[src/hdl/fdc_port_pkg.sv]
// shared constants of the floppy controller host bus port
// assumes a single 250 MHz core clock; all pin inputs are sampled in that domain
package fdc_port_pkg;

  localparam int DATA_W     = 8;
  localparam int SEL_W      = 3;
  localparam int FIFO_DEPTH = 16;

  // register select value that reaches the data fifo outside dma cycles
  localparam logic [SEL_W-1:0] DATA_REG_SEL = 3'h5;

  // layout of the synchronised pin vector
  localparam int PIN_DATA_LSB = 0;
  localparam int PIN_SEL_LSB  = 8;
  localparam int PIN_RD       = 11;
  localparam int PIN_WR       = 12;
  localparam int PIN_CS       = 13;
  localparam int PIN_DACK     = 14;
  localparam int PIN_TC       = 15;
  localparam int PIN_RST      = 16;
  localparam int PIN_W        = 17;

  // chip reset pin must stay high this long before it takes effect
  localparam int RESET_MIN_NS  = 500;
  localparam int CLK_PERIOD_PS = 4000;
  localparam int RESET_MIN_CYC = (RESET_MIN_NS * 1000 + CLK_PERIOD_PS - 1) / CLK_PERIOD_PS;
  localparam int RST_CNT_W     = 8;

  localparam logic [DATA_W-1:0] BUS_RESET_VAL = 8'h00;

  // dma request sequencer, gray coded along idle -> ask -> hold
  typedef enum logic [1:0]
  {
    DRQ_IDLE = 2'b00,
    DRQ_ASK  = 2'b01,
    DRQ_HOLD = 2'b11
  } drq_state_e;

endpackage : fdc_port_pkg

[src/hdl/fdc_fifo_mem.sv]
// storage array of the data fifo, one write port and one registered read port
// assumes the caller keeps the pointers in range; read-during-write returns the old word
`timescale 1ns/1ps
module fdc_fifo_mem #(
  parameter int W     = 8,
  parameter int DEPTH = 16,
  parameter int AW    = 4
) (
  input  wire logic          core_clk_i,
  input  wire logic          nrst_i,
  input  wire logic          we_i,
  input  wire logic [AW-1:0] waddr_i,
  input  wire logic [W-1:0]  wdata_i,
  input  wire logic [AW-1:0] raddr_i,
  output logic      [W-1:0]  rdata_o
);

  logic [W-1:0] mem_r [DEPTH];

  // array itself carries no reset, only the read register does
  always_ff @(posedge core_clk_i)
  begin
    if (we_i)
    begin
      mem_r[waddr_i] <= wdata_i;
    end
  end

  always_ff @(posedge core_clk_i or negedge nrst_i)
  begin
    if (!nrst_i)
    begin
      rdata_o <= '0;
    end
    else
    begin
      rdata_o <= mem_r[raddr_i];
    end
  end

endmodule : fdc_fifo_mem

[src/hdl/fdc_host_port.sv]
// host side parallel port: strobed register access, dma handshake, data fifo
// assumes host pins arrive asynchronously and the controller core sits on core_clk_i
`timescale 1ns/1ps
module floppy_host_bus_port
  import fdc_port_pkg::*;
#(
  parameter int FIFO_DEPTH_P = fdc_port_pkg::FIFO_DEPTH
) (
  input  wire logic                              core_clk_i,
  input  wire logic                              nrst_i,
  input  wire logic [fdc_port_pkg::DATA_W-1:0]   host_data_bus_i,
  output logic      [fdc_port_pkg::DATA_W-1:0]   host_data_bus_o,
  output logic                                   host_data_bus_oe_o,
  input  wire logic                              host_read_strobe_n_i,
  input  wire logic                              host_write_strobe_n_i,
  input  wire logic [fdc_port_pkg::SEL_W-1:0]    register_select_i,
  input  wire logic                              chip_select_n_i,
  input  wire logic                              dma_grant_n_i,
  input  wire logic                              terminal_count_i,
  input  wire logic                              reset_i,
  output logic                                   dma_request_o,
  output logic                                   irq_o,
  input  wire logic                              irq_pending_i,
  input  wire logic                              to_host_i,
  input  wire logic                              xfer_active_i,
  input  wire logic                              dma_enable_i,
  input  wire logic                              non_burst_i,
  input  wire logic                              last_byte_i,
  input  wire logic                              disk_in_valid_i,
  input  wire logic [fdc_port_pkg::DATA_W-1:0]   disk_in_data_i,
  input  wire logic                              disk_out_req_i,
  output logic      [fdc_port_pkg::DATA_W-1:0]   disk_out_data_o,
  output logic                                   disk_out_valid_o,
  input  wire logic                              flag_clr_i,
  output logic                                   overrun_o,
  output logic                                   underrun_o,
  output logic                                   tc_seen_o,
  output logic                                   chip_reset_o,
  input  wire logic [fdc_port_pkg::DATA_W-1:0]   reg_rd_data_i,
  output logic      [fdc_port_pkg::SEL_W-1:0]    reg_sel_o,
  output logic                                   reg_wr_o,
  output logic      [fdc_port_pkg::DATA_W-1:0]   reg_wr_data_o
);
  import fdc_port_pkg::*;

  localparam int AW = $clog2(FIFO_DEPTH_P);
  localparam int CW = AW + 1;
  localparam logic [RST_CNT_W-1:0] RST_LIM = RST_CNT_W'(RESET_MIN_CYC);

  if (FIFO_DEPTH_P < 2 || (1 << AW) != FIFO_DEPTH_P)
  begin : g_depth_check
    $error("fifo depth must be a power of two, at least 2");
  end
  if (RESET_MIN_CYC >= (1 << RST_CNT_W))
  begin : g_rst_check
    $error("reset counter too narrow");
  end

  // a cycle touches the fifo when granted, or when addressed at the data register
  function automatic logic hits_data(input logic dma, input logic [SEL_W-1:0] sel);
    hits_data = dma || (sel == DATA_REG_SEL);
  endfunction : hits_data

  // two-stage synchroniser on every pin, plus one more stage for edge detection
  logic [PIN_W-1:0] meta_r;
  logic [PIN_W-1:0] pins_r;
  logic [PIN_W-1:0] prev_r;
  always_ff @(posedge core_clk_i or negedge nrst_i)
  begin
    if (!nrst_i)
    begin
      meta_r <= {2'b00, 5'h1f, 10'h000};
      pins_r <= {2'b00, 5'h1f, 10'h000};
      prev_r <= {2'b00, 5'h1f, 10'h000};
    end
    else
    begin
      meta_r <= {reset_i, terminal_count_i, dma_grant_n_i, chip_select_n_i,
                 host_write_strobe_n_i, host_read_strobe_n_i, register_select_i,
                 host_data_bus_i};
      pins_r <= meta_r;
      prev_r <= pins_r;
    end
  end

  logic [DATA_W-1:0] pin_data;
  logic [SEL_W-1:0]  pin_sel;
  logic              rd_fall;
  logic              wr_fall;
  logic              dack_fall;
  logic              dma_on;
  logic              sel_any;
  assign pin_data  = pins_r[PIN_DATA_LSB +: DATA_W];
  assign pin_sel   = pins_r[PIN_SEL_LSB +: SEL_W];
  assign rd_fall   = prev_r[PIN_RD] && !pins_r[PIN_RD];
  assign wr_fall   = prev_r[PIN_WR] && !pins_r[PIN_WR];
  assign dack_fall = prev_r[PIN_DACK] && !pins_r[PIN_DACK];
  assign dma_on    = !pins_r[PIN_DACK];
  assign sel_any   = !pins_r[PIN_CS] || dma_on;

  // reset pin filter: only a pulse that lasts the minimum time resets the port
  logic [RST_CNT_W-1:0] rst_cnt_r;
  logic [RST_CNT_W-1:0] rst_cnt_nxt;
  logic                 chip_rst_r;
  logic                 chip_rst_nxt;
  always_comb
  begin
    rst_cnt_nxt = '0;
    if (pins_r[PIN_RST])
    begin
      rst_cnt_nxt = (rst_cnt_r == RST_LIM) ? rst_cnt_r : rst_cnt_r + 8'h01;
    end
    chip_rst_nxt = (rst_cnt_nxt == RST_LIM);
  end
  always_ff @(posedge core_clk_i or negedge nrst_i)
  begin
    if (!nrst_i)
    begin
      rst_cnt_r  <= '0;
      chip_rst_r <= 1'b0;
    end
    else
    begin
      rst_cnt_r  <= rst_cnt_nxt;
      chip_rst_r <= chip_rst_nxt;
    end
  end

  // fifo status seen by the host side
  logic [CW-1:0]     count_r;
  logic              avail_r;
  logic              full;
  logic [DATA_W-1:0] fifo_q;
  assign full = (count_r == CW'(FIFO_DEPTH_P));

  // host cycle tracking; data is latched one cycle after the leading edge so the
  // core sees reg_sel_o before it must answer on reg_rd_data_i
  logic              rd_cyc_r, rd_cyc_nxt;
  logic              rd_lat_r, rd_lat_nxt;
  logic              wr_cyc_r, wr_cyc_nxt;
  logic              oe_r, oe_nxt;
  logic              data_cyc_r, data_cyc_nxt;
  logic [SEL_W-1:0]  sel_r, sel_nxt;
  logic [DATA_W-1:0] bus_q_r, bus_q_nxt;
  logic              reg_wr_r, reg_wr_nxt;
  logic [DATA_W-1:0] reg_wd_r, reg_wd_nxt;
  logic              rd_start;
  logic              wr_start;
  logic              wr_end;
  logic              host_pop;
  logic              host_push;
  always_comb
  begin
    rd_start     = rd_fall && sel_any && !wr_cyc_r;
    wr_start     = wr_fall && sel_any && !rd_cyc_r;
    wr_end       = wr_cyc_r && pins_r[PIN_WR];
    sel_nxt      = (rd_start || wr_start) ? pin_sel : sel_r;
    data_cyc_nxt = (rd_start || wr_start) ? hits_data(dma_on, pin_sel) : data_cyc_r;
    rd_cyc_nxt   = rd_start || (rd_cyc_r && !pins_r[PIN_RD] && sel_any);
    wr_cyc_nxt   = wr_start || (wr_cyc_r && !pins_r[PIN_WR] && sel_any);
    rd_lat_nxt   = rd_start;
    oe_nxt       = rd_cyc_nxt && (rd_lat_r || oe_r);
    host_pop     = rd_lat_r && data_cyc_r && to_host_i && avail_r;
    host_push    = wr_end && data_cyc_r && !to_host_i && !full;
    bus_q_nxt    = bus_q_r;
    if (rd_lat_r)
    begin
      bus_q_nxt = !data_cyc_r ? reg_rd_data_i : (host_pop ? fifo_q : BUS_RESET_VAL);
    end
    reg_wr_nxt = wr_end && !data_cyc_r;
    reg_wd_nxt = wr_end ? pin_data : reg_wd_r;
    if (chip_rst_r)
    begin
      rd_cyc_nxt = 1'b0;
      wr_cyc_nxt = 1'b0;
      rd_lat_nxt = 1'b0;
      oe_nxt     = 1'b0;
      reg_wr_nxt = 1'b0;
      host_pop   = 1'b0;
      host_push  = 1'b0;
    end
  end
  always_ff @(posedge core_clk_i or negedge nrst_i)
  begin
    if (!nrst_i)
    begin
      rd_cyc_r   <= 1'b0;
      rd_lat_r   <= 1'b0;
      wr_cyc_r   <= 1'b0;
      oe_r       <= 1'b0;
      data_cyc_r <= 1'b0;
      sel_r      <= '0;
      bus_q_r    <= BUS_RESET_VAL;
      reg_wr_r   <= 1'b0;
      reg_wd_r   <= '0;
    end
    else
    begin
      rd_cyc_r   <= rd_cyc_nxt;
      rd_lat_r   <= rd_lat_nxt;
      wr_cyc_r   <= wr_cyc_nxt;
      oe_r       <= oe_nxt;
      data_cyc_r <= data_cyc_nxt;
      sel_r      <= sel_nxt;
      bus_q_r    <= bus_q_nxt;
      reg_wr_r   <= reg_wr_nxt;
      reg_wd_r   <= reg_wd_nxt;
    end
  end

  // fifo pointers and error flags; direction picks which side fills it
  logic [AW-1:0]     wr_ptr_r, wr_ptr_nxt;
  logic [AW-1:0]     rd_ptr_r, rd_ptr_nxt;
  logic [CW-1:0]     count_nxt;
  logic              avail_nxt;
  logic              ovr_r, ovr_nxt;
  logic              unr_r, unr_nxt;
  logic              dout_v_r, dout_v_nxt;
  logic [DATA_W-1:0] dout_r, dout_nxt;
  logic              push;
  logic              pop;
  logic [DATA_W-1:0] push_data;
  logic              disk_pop;
  always_comb
  begin
    disk_pop   = !to_host_i && disk_out_req_i && avail_r;
    push       = to_host_i ? (disk_in_valid_i && !full) : host_push;
    pop        = to_host_i ? host_pop : disk_pop;
    push_data  = to_host_i ? disk_in_data_i : pin_data;
    wr_ptr_nxt = push ? wr_ptr_r + AW'(1) : wr_ptr_r;
    rd_ptr_nxt = pop ? rd_ptr_r + AW'(1) : rd_ptr_r;
    count_nxt  = count_r + CW'(push) - CW'(pop);
    // a pop hides the head for a cycle while the registered read catches up
    avail_nxt  = (count_r != '0) && !pop;
    // set wins over clear on both flags
    ovr_nxt    = (ovr_r && !flag_clr_i) || (to_host_i && disk_in_valid_i && full);
    unr_nxt    = (unr_r && !flag_clr_i) || (!to_host_i && disk_out_req_i && !avail_r);
    dout_v_nxt = disk_pop;
    dout_nxt   = disk_pop ? fifo_q : dout_r;
    if (chip_rst_r)
    begin
      push       = 1'b0;
      wr_ptr_nxt = '0;
      rd_ptr_nxt = '0;
      count_nxt  = '0;
      avail_nxt  = 1'b0;
      ovr_nxt    = 1'b0;
      unr_nxt    = 1'b0;
      dout_v_nxt = 1'b0;
    end
  end
  always_ff @(posedge core_clk_i or negedge nrst_i)
  begin
    if (!nrst_i)
    begin
      wr_ptr_r <= '0;
      rd_ptr_r <= '0;
      count_r  <= '0;
      avail_r  <= 1'b0;
      ovr_r    <= 1'b0;
      unr_r    <= 1'b0;
      dout_v_r <= 1'b0;
      dout_r   <= '0;
    end
    else
    begin
      wr_ptr_r <= wr_ptr_nxt;
      rd_ptr_r <= rd_ptr_nxt;
      count_r  <= count_nxt;
      avail_r  <= avail_nxt;
      ovr_r    <= ovr_nxt;
      unr_r    <= unr_nxt;
      dout_v_r <= dout_v_nxt;
      dout_r   <= dout_nxt;
    end
  end

  fdc_fifo_mem #(
    .W     (DATA_W),
    .DEPTH (FIFO_DEPTH_P),
    .AW    (AW)
  ) u_mem (
    .core_clk_i (core_clk_i),
    .nrst_i     (nrst_i),
    .we_i       (push),
    .waddr_i    (wr_ptr_r),
    .wdata_i    (push_data),
    .raddr_i    (rd_ptr_nxt),
    .rdata_o    (fifo_q)
  );

  // dma request sequencer; hold waits for the grant to rise before asking again
  drq_state_e st_r, st_nxt;
  logic       need;
  logic       tc_ok;
  logic       release_now;
  logic       byte_taken;
  logic       drq_r, drq_nxt;
  logic       tc_r, tc_nxt;
  logic       irq_r;
  always_comb
  begin
    need        = xfer_active_i && dma_enable_i && (to_host_i ? avail_r : !full);
    tc_ok       = pins_r[PIN_TC] && dma_on;
    tc_nxt      = tc_ok && !(prev_r[PIN_TC] && !prev_r[PIN_DACK]) && !chip_rst_r;
    release_now = last_byte_i || non_burst_i || tc_ok;
    // grant falling ends the byte, or a strobe if grant was already low
    byte_taken  = dack_fall || (dma_on && (rd_fall || wr_fall));
    st_nxt      = st_r;
    case (st_r)
      DRQ_IDLE:
      begin
        if (need)
        begin
          st_nxt = DRQ_ASK;
        end
      end
      DRQ_ASK:
      begin
        if (byte_taken && release_now)
        begin
          st_nxt = DRQ_HOLD;
        end
        else if (!need && !dma_on)
        begin
          st_nxt = DRQ_IDLE;
        end
      end
      DRQ_HOLD:
      begin
        if (!dma_on)
        begin
          st_nxt = DRQ_IDLE;
        end
      end
      default:
      begin
        st_nxt = DRQ_IDLE;
      end
    endcase
    if (chip_rst_r)
    begin
      st_nxt = DRQ_IDLE;
    end
    drq_nxt = (st_nxt == DRQ_ASK);
  end
  always_ff @(posedge core_clk_i or negedge nrst_i)
  begin
    if (!nrst_i)
    begin
      st_r  <= DRQ_IDLE;
      drq_r <= 1'b0;
      tc_r  <= 1'b0;
      irq_r <= 1'b0;
    end
    else
    begin
      st_r  <= st_nxt;
      drq_r <= drq_nxt;
      tc_r  <= tc_nxt;
      irq_r <= irq_pending_i;
    end
  end

  // outputs straight from flip-flops
  assign host_data_bus_o    = bus_q_r;
  assign host_data_bus_oe_o = oe_r;
  assign dma_request_o      = drq_r;
  assign irq_o              = irq_r;
  assign disk_out_data_o    = dout_r;
  assign disk_out_valid_o   = dout_v_r;
  assign overrun_o          = ovr_r;
  assign underrun_o         = unr_r;
  assign tc_seen_o          = tc_r;
  assign chip_reset_o       = chip_rst_r;
  assign reg_sel_o          = sel_r;
  assign reg_wr_o           = reg_wr_r;
  assign reg_wr_data_o      = reg_wd_r;
endmodule : floppy_host_bus_port

[config.mk]
export PLATFORM = sky130hd
export DESIGN_NAME = floppy_host_bus_port
export DESIGN_NICKNAME = d
export VERILOG_FILES = /design/src/hdl/fdc_port_pkg.sv /design/src/hdl/fdc_fifo_mem.sv /design/src/hdl/fdc_host_port.sv
export SDC_FILE = /design/constraint.sdc
export NUM_CORES = 1
export LEC_CHECK = 0
export BUFFER_PORTS_ARGS = -buffer_cell sky130_fd_sc_hd__buf_2
export CAP_MARGIN = 0
export CELL_PAD_IN_SITES_DETAIL_PLACEMENT = 2
export CELL_PAD_IN_SITES_GLOBAL_PLACEMENT = 2
export CORE_MARGIN = 1
export CORE_UTILIZATION = 38
export DETAILED_ROUTE_END_ITERATION = 7
export PLACE_DENSITY = 0.82
export SLEW_MARGIN = 5
export SYNTH_ARGS = -nofsm -noshare
export SYNTH_HDL_FRONTEND = slang
export SYNTH_SLANG_ARGS = --single-unit
export TNS_END_PERCENT = 20
[constraint.sdc]
create_clock -name core_clk_i -period 2.74 [get_ports core_clk_i]
set_input_delay 0 -clock core_clk_i [delete_from_list [all_inputs] [get_ports core_clk_i]]
set_output_delay 0 -clock core_clk_i [all_outputs]
set_load 0.005 [all_outputs]
* Word-level counts from Yosys, hierarchy flattened
Memories as Yosys holds them, arrays and structs flattened. A register that Yosys moved wholly into a read port is not among the register bits. Index checks and enable logic that the tools add are counted.
Word-level totals: flip-flop bits (word level) 114, bits in latches 0, bits in writable memories 128, ROM bits 0, input bits 44, output and inout port bits 36, logic and storage cells 142, memories kept 1
Cells by class: $add $sub $neg 5, multiply operators 0, div/mod/pow operators 0, magnitude comparators 0, equality and inequality tests 7, shift operators 0, multiplexer cells 33, bitwise gates (word level) 0, reduce and logical (&&, ||, !) cells 70
Memories:
- u_mem.mem_r | words 16, bits a word 8, rd ports 1, clocked after memory_dff 1, wr ports 1, line fdc_fifo_mem.sv:18 | logic [W-1:0] mem_r [DEPTH];
Operators with widths (count):
- $mux W8 | 5
- $logic_and A1 B1 Y1 | 38
- $logic_not A1 Y1 | 17
- $mux W1 | 17
- $eq A8 B7 Y1 const B | 2
- $mux W4 | 4
- $logic_or A1 B1 Y1 | 12
- $mux W2 | 5
- $add A4 B1 Y4 const B | 2
- $add A8 B1 Y8 const B | 1
- $pmux W2 S3 | 1
- $add A5 B1 Y5 | 1
- $eq A5 B5 Y1 const B | 1
- $mux W5 | 1
- $reduce_bool A5 Y1 | 1
- $sub A5 B1 Y5 | 1
- $eq A2 B1 Y1 const B | 2
- $eq A3 B3 Y1 const B | 1
- $eq A2 B2 Y1 const B | 1
- $logic_not A2 Y1 | 1
- $reduce_bool A2 Y1 | 1

* Logic depth before layout (Yosys ltp)
Gate-level depths: netlist of the first run.
word-level depth 11, gate-level depth with buffers 13, gate-level depth less buffers 13

* Cells and area by module
Synthesis of the first run repeated with hierarchy kept, for this count alone.
Second synthesis, totals: cell total of the unflattened synthesis 543, area total of the unflattened synthesis 9211.3 um2
By module, submodules not included:
- fdc_fifo_mem | times used 1, cells an instance 229, area each 5187.5 um2, seq. area each 4043.9 um2
- floppy_host_bus_port | times used 1, cells an instance 314, area each 4023.9 um2, seq. area each 2568.7 um2

* Worst setup path before layout of the first run
OpenSTA, ideal clock, no wires.
path type flip-flop to flip-flop, start register pins_r[12], end register count_r[4], setup time 78 ps, arrival 2708 ps, required time 2662 ps, slack -46 ps, stages on the path, launching flop included 13, path buffers 0, path through dfstp_2 -> nand2_1 -> or4b_4 -> a21oi_4 -> xor2_1 -> ha_1 -> inv_1 -> fa_1 -> inv_1 -> a21oi_1 -> nor2_1 -> or3_1 -> a21oi_1
Between the ends: longest elaborated chain between the ends 9
Ends and longest elaborated chain:
- from (decl) | line fdc_host_port.sv:66 | logic [PIN_W-1:0] pins_r;
- from (signal assigned) | line fdc_host_port.sv:73 | pins_r <= {2'b00, 5'h1f, 10'h000};
- from (signal assigned) | line fdc_host_port.sv:81 | pins_r <= meta_r;
- $logic_and A1 B1 Y1 | line fdc_host_port.sv:156 | wr_end = wr_cyc_r && pins_r[PIN_WR];
- $logic_and A1 B1 Y1 (3 in a row) | line fdc_host_port.sv:164 | host_push = wr_end && data_cyc_r && !to_host_i && !full;
- $mux W1 | line fdc_host_port.sv:172 | if (chip_rst_r)
- $mux W1 | line fdc_host_port.sv:227 | push = to_host_i ? (disk_in_valid_i && !full) : host_push;
- $add A5 B1 Y5 | line fdc_host_port.sv:232 | count_nxt = count_r + CW'(push) - CW'(pop);
- $sub A5 B1 Y5 | line fdc_host_port.sv:232
- $mux W5 | line fdc_host_port.sv:240 | if (chip_rst_r)
- named net count_nxt[4] | line fdc_host_port.sv:214 | logic [CW-1:0] count_nxt;
- to (signal assigned) | line fdc_host_port.sv:269 | count_r <= count_nxt;
- to (decl) | line fdc_host_port.sv:130 | logic [CW-1:0] count_r;
The timed path passes the listed nets, and every way through them passes these cells. A chain may end at the register's enable or synchronous reset.

* Worst setup path after layout of the first run
start register pins_r[12], end register count_r[2]
Same word-level chain as after synthesis.

==> results of run 1 <==
[critical path: cells and delay by family, from the launching register on]
kind | cells | cell delay (ns)
AO/OA/AOI/OAI | 1 | 0.23
buffers and inverters | 3 | 0.30
adder cells (fa/ha/maj) | 2 | 0.58
XOR/XNOR | 2 | 0.39
flip-flops | 1 | 0.58
AND/OR/NAND/NOR | 3 | 0.70
[power by group through the flow]
stage | Combinational (mW) | Clock [mW] | Sequential, mW
after floorplan | 2.05 | 0 | 4.56
after global placement | 2.92 | 0 | 4.65
after detailed placement | 3.16 | 0 | 4.70
after CTS | 3.28 | 3.60 | 4.65
after global routing | 3.71 | 3.75 | 4.72
final | 3.47 | 3.58 | 4.68
[flip-flops by register name (all words and copies together) (netlist names), 2 cells and up]
signal           cells
u_mem.mem_r        128
meta_r              17
pins_r              17
disk_out_data_o      8
host_data_bus_o      8
reg_wr_data_o        8
rst_cnt_r            8
u_mem.rdata_o        8
count_r              5
prev_r               4
rd_ptr_r             4
wr_ptr_r             4
reg_sel_o            3
st_r                 2
[layer usage]
layer	global-route usage [%]	vias to the layer above	routed length (um)
met4	8.40	0	1110
met3	3.67	69	1470
met5	0	-	0
met2	46.7	224	17600
li1	-	2938	-
met1	29.9	3596	12700
[cell usage after synthesis, types with 9 or more instances]
cell / count
a21oi_1: 27
and4_1: 9
buf_2: 11
clkbuf_1: 13
dfrtp_1: 97
dfstp_2: 13
edfxtp_1: 128
ha_1: 12
inv_1: 16
mux2_2: 22
mux2i_1: 32
nand2_1: 41
nand3_1: 41
nand3b_1: 35
nor2_1: 51
nor2b_1: 15
o2111ai_1: 31
o211ai_1: 29
[final cells by class]
type	count	area (um^2)	area share [%]
clock buffers	36	763	6.35
multi-input cells	416	2920	24.3
repair buffers	157	1130	9.43
well taps	330	413	3.44
inverters	17	63.8	0.531
flip-flops and latches	238	6610	55.0
clock inverters	12	108	0.895
[cell families after synthesis]
family,Yosys count,synth area share [%]
mux,54,5.81
fa+ha+maj,13,1.74
flops,238,67.7
compound gates,115,8.67
simple gates,223,12.3
xor+xnor,11,0.986
buf+inv,54,2.84
[worst min path at each step]
stage | startpoint | to | slack, ns
6_report | xfer_active_i | st_r[0] | 0.05
5_1_grt | xfer_active_i | st_r[0] | 0.06
4_1_cts | nrst_i | wr_ptr_r[0] | 0.08
3_5_place_dp | nrst_i | rst_cnt_r[0] | 0.08
3_3_place_gp | nrst_i | meta_r[15] | 0.08
2_1_floorplan | nrst_i | avail_r | -0.30
[cell usage in the layout, fill, tap and decap left out, types with 27 or more instances in the layout]
cell type      Yosys  routed
nand2_1           41      40
mux2i_1           32      32
dfrtp_1           97      97
nand3b_1          35      35
buf_4              4      37
buf_2             11      78
dlygate4sd3_1      0      35
clkbuf_16          0      27
o2111ai_1         31      31
nor2_1            51      50
nand3_1           41      41
edfxtp_1         128     128
o211ai_1          29      29
[repair_timing]
| item | 4_1_cts | 5_1_grt |
|---|---|---|
| hold endpoints to repair | 83 | 0 |
| buffers inserted | 2 | 2 |
| pin swaps | 2 | 6 |
| setup endpoints to repair | 1 | 10 |
| hold buffers | 36 | 0 |
| gates resized for setup | 3 | 10 |
| gates cloned | 0 | 0 |
[per-stage QoR]
step                std cells  power [mW]
finish                   1206        11.7
global route             1206        12.2
CTS                      1204        11.5
detailed placement       1118        7.87
global placement         1118        7.58
floorplan                 708        6.61
==> impl_results.md, run 1 <==
* # diodes at 0
* Net Sw Power at around 4 mW
* CP max stage delay at ~0.58 ns
* Core box area at ~0.025 mm^2
* Leading area contributor after synthesis: edfxtp_1
* Failing checks: setup timing
* Hold Path Cell Cnt at 4
* Syn Area/Cell at ~14 um^2
* Share of Yosys cell area claimed by the top area cell type at about two fifths
* Sw frac at between 30% and 40%
* GP Congestion at 0.769
* First-pass GRT wire length at about 49000 um
* Maximum clock path buffer count at 3
* Crit. End Element: flip-flop
* Outcome: finished, violations left
* Initial Utilization at between 30 and 40%
* Placed cell areas at about 0.011 mm^2
* Fin util at between 40% and 50%
* CTS tree: done
* Worst vdd ir at a little under 600 uV
* Clk Latency, worst-skew pair at 0.53 ns
* DRT iter0 DRCs at approximately 410
* Max Cap Viol at 0
* Cell Chain, Critical Path: nand2_2 -> or4b_4 -> a21oi_4 -> xor2_2 -> ha_2 -> inv_2 -> fa_2 -> buf_4 -> buf_6 -> xor2_2 -> nor2_1
* Post-synthesis cell area at around 0.0098 mm^2
* I/O Buffers at 79
* Clock sink count at 238
* Hold WC Path Type: primary input to flip-flop
* Final Max Tran Viols at 0
* RSZ-0062 raised after global routing: yes
* Comb power frac at roughly 30%
* Leakage power at 4.70 nW
* Net Count, Synth at ~770
* Vias in the first global route at 7855
* Nets at ~910
* Synth warn at 0
* #FFs+latches synth at about 240
* Reg2Reg Launch Point: pins_r[12]
* Required time of the critical path at about 3.2 ns
* Vias at a little under 7000
* Sequential share of power at between 30% and 40%
* # setup viols final at 2
* Fraction of layout cells with a size suffix above 1 at between 20 and 25%
* Pre-CTS WS at -0.0678 ns
* Gate count of the mapped netlist at ~710
* Crit start category: flip-flop
* Fin crit share at 104%
* R2R depth at 11
* Root Buffer: clkbuf_16
* Grt total ovfl at 0
* Most common cell on crit path: xor2_2
* Clock share of power at 30.5%
* # fillers at 2400
* Antenna-violating nets left at 0
* Power Density at just under 1000 mW/mm^2
* Fmax at approximately 0.35 GHz
* Hold slack at 0.0479 ns
* Area growth syn-to-layout at 23.0%
* Ports at 80
* Die width at around 160 um
* Final instance area at approximately 0.012 mm^2
* Final setup margin at -0.123 ns
* Rows at 58
* Setup TNS at -0.225 ns
* CTS HTree Levels at 1
* Top_reg_cell synth: edfxtp_1
* Crit path kind: flip-flop to flip-flop
* Async set-reset flop share out of synthesis at about 46%
* Setup Skew at 0.0167 ns
* Register area share after synthesis at approximately two thirds
* WP data arrival at about 3.3 ns
* DP HPWL at 19600 um
* Reg2Reg Setup Slack at -0.12 ns
* Die Span Y at 162 um
* Worst Path Max Fanout at 2
* CTS clk-pin slew, worst paths at approximately 0.070 ns
* Final hold viol count at 0
* Tightest Pin Transition at about 0.71 ns
* Slew margin rel. at between 50% and 60%
* DRC Markers at 0
* WL/cell at 27.2 um
* Die Area at between 0.02 and 0.03 mm^2
* Crit path launch: pins_r[12]
* EDFF count, synth at 128
* Post-synth cell types at 57
* Largest net degree at the start of global routing at 66
* DRT Wirelength at around 33000 um
* Final min period at 2.86 ns
* Initial antenna violation count at 2
* Gr usage total at ~25%
* Critical Path End: count_r[2]
* Slowest cell on crit path: dfstp_2
* Cell-internal power at slightly below 8 mW
* Drt pass-1 iters at 5
* Ranking of synthesized cells by area: edfxtp_1, dfrtp_1, dfstp_2
* R2r endpoint: count_r[2]
* CTS Buf Count at 26
* Vias per cell at between 5 and 6
Note: power is estimated with default switching activity, not from simulation.
==> run 2: changes to the inputs <==
- CAP_MARGIN: 0 -> 15
- SKIP_LAST_GASP: unset -> 1
==> run 2 against run 1 <==
- the run still ends with setup timing left
- critical path type unchanged
- critical path depth up 1
- maximum frequency rose by 2.2%
- die area unchanged
- cell count unchanged
- clock skew is essentially flat
- largest power group unchanged
- largest cell class unchanged
- setup slack improved by 0.060 ns
==> impl_results.md, run 2 (synthesis gave the netlist of run 1 again) <==
* Outcome: finished, violations left
* Failing checks: setup timing
* Largest delay share family, worst path: simple AND/OR/NAND/NOR gates
* CTS Buf Count at 26
* Commonest non-fill, non-tap cell in the layout: edfxtp_1
* Critical path depth in cells at 12
* Crit path launch: pins_r[12]
* Net Sw Power at between 3 and 4 mW
* Nets at 913
* Vias in the first global route at 7855
* Clock share of power at between 30% and 40%
* Crit path buf inv count at 2
* I/O Buffers at 79
* DRT Wirelength at about 32000 um
* Total power at between 10 and 15 mW
* Most common cell on crit path: a21oi_2
* Reg2Reg Launch Point: pins_r[12]
* Fraction of layout cells with a size suffix above 1 at 24.7%
* Final hold viol count at 0
* Die width at 162 um
* Core box area at 0.0252 mm^2
* Die Span Y at between 150 and 200 um
* Die Area at 0.0264 mm^2
* Worst Path Max Fanout at 2
* Clock sink count at 238
* CTS clk-pin slew, worst paths at about 0.070 ns
* Largest net degree at the start of global routing at 66
* R2r endpoint: count_r[4]
* Initial Utilization at between 30 and 40%
* Crit path kind: flip-flop to flip-flop
* Fin util at 47.7%
* Leakage power at 4.70 nW
* Required time of the critical path at about 3.2 ns
* GP Congestion at 0.769
* Setup Skew at roughly 0.017 ns
* DRT iter0 DRCs at 328
* First-pass GRT wire length at 49000 um
* Hold slack at roughly 0.064 ns
* DRC Markers at 0
* Initial antenna violation count at 2
* Reg with most FFs: u_mem.mem_r
* Post-placement cell count at ~1100
* Slew margin rel. at 49.8%
* Tightest Pin Transition at 0.751 ns
* # setup viols final at 2
* Grt total ovfl at 0
* Vias per cell at 5.56
* WP data arrival at 3.25 ns
* Placed cell areas at between 0.01 and 0.015 mm^2
* WL/cell at roughly 27 um
* CP max stage delay at approximately 0.58 ns
* Final min period at about 2.8 ns
* Multi-input gate area at a little under 0.003 mm^2
* Fmax at approximately 0.36 GHz
* Cell Chain, Critical Path: nand2_2 -> or4b_4 -> a21oi_4 -> xor2_2 -> ha_2 -> inv_2 -> fa_2 -> inv_1 -> a21oi_2 -> nor2_2 -> or3_1 -> a21oi_2
* Pre-CTS WS at -0.0678 ns
* Register area at around 0.0066 mm^2
* CTS HTree Levels at 1
* Vias at around 6700
* Root Buffer: clkbuf_16
* Fin cells at ~1200
* RSZ-0062 raised after global routing: yes
* Sequential share of power at between 40 and 50%
* Worst vdd ir at between 500 and 600 uV
* DP HPWL at 19600 um
* Max Cap Viol at 0
* Slowest cell on crit path: dfstp_2
* Number of flip-flops in the largest register at approximately 130
* Final Max Tran Viols at 0
* Setup TNS at -0.108 ns
* Sw frac at 34.1%
* Critical Path End: count_r[4]
* Hold WC Path Type: primary input to asynchronous set/reset pin
* Commonest non-fill, non-tap cells in the layout: edfxtp_1, dfrtp_1, buf_2
* Final instance area at 0.0120 mm^2
* Final setup margin at -0.0622 ns
* CTS tree: done
* Rows at 58
* Crit start category: flip-flop
* Comb power frac at 29.3%
* Gr usage total at 25.3%
* Area growth syn-to-layout at 22.9%
* Power Density at around 1000 mW/mm^2
* # diodes at 0
* Maximum clock path buffer count at 3
* R2R depth at 12
* Cell-internal power at a little under 8 mW
* Largest registers: u_mem.mem_r: 128 flops, meta_r: 17 flops, pins_r: 17 flops
* Ports at 80
* Reg2Reg Setup Slack at -0.06 ns
* Fin crit share at 102%
* Crit. End Element: flip-flop
* Antenna-violating nets left at 0
* # fillers at between 2000 and 2500
* Clk Latency, worst-skew pair at 0.53 ns
* Drt pass-1 iters at 4
==> run 2: routing by layer <==
layer	track usage, %	up-vias	share of wire (%)
li1	-	2942	-
met1	29.9	3507	39
met2	46.7	201	54
met3	3.67	61	4.3
met4	8.40	0	3.1
met5	0	-	0
==> run 2: area by class of cell <==
cell class              instances  area share (%)
inverters                      17           0.531
well taps                     330            3.44
clock buffers                  36            6.35
clock inverters                12           0.896
repair buffers                157            9.42
flip-flops and latches        238            55.1
multi-input cells             416            24.3
==> run 2: what timing repair did <==
| item | in CTS | in global routing |
|---|---|---|
| setup endpoints to repair | 1 | 10 |
| buffers inserted | 2 | 2 |
| gates resized for setup | 3 | 8 |
| gates cloned | 0 | 0 |
| pin swaps | 2 | 6 |
| hold buffers | 36 | 0 |
| endpoints found under the hold margin | 83 | 0 |
==> run 2: worst min path at each step <==
stage	start	to	slack, ns	cells past startpoint
2_1_floorplan	nrst_i	avail_r	-0.30	0
3_3_place_gp	nrst_i	meta_r[15]	0.08	1
3_5_place_dp	nrst_i	rst_cnt_r[0]	0.08	1
4_1_cts	nrst_i	wr_ptr_r[0]	0.08	2
5_1_grt	disk_in_data_i[3]	u_mem.mem_r[10][3]	0.12	2
6_report	nrst_i	rst_cnt_r[5]	0.06	2
==> run 2: power groups by stage <==
stage	sequential (mW)	combinational, mW	clock, mW
floorplan	4.56	2.05	0
global placement	4.65	2.92	0
detailed placement	4.70	3.16	0
CTS	4.65	3.28	3.60
global route	4.71	3.68	3.75
finish	4.67	3.42	3.57
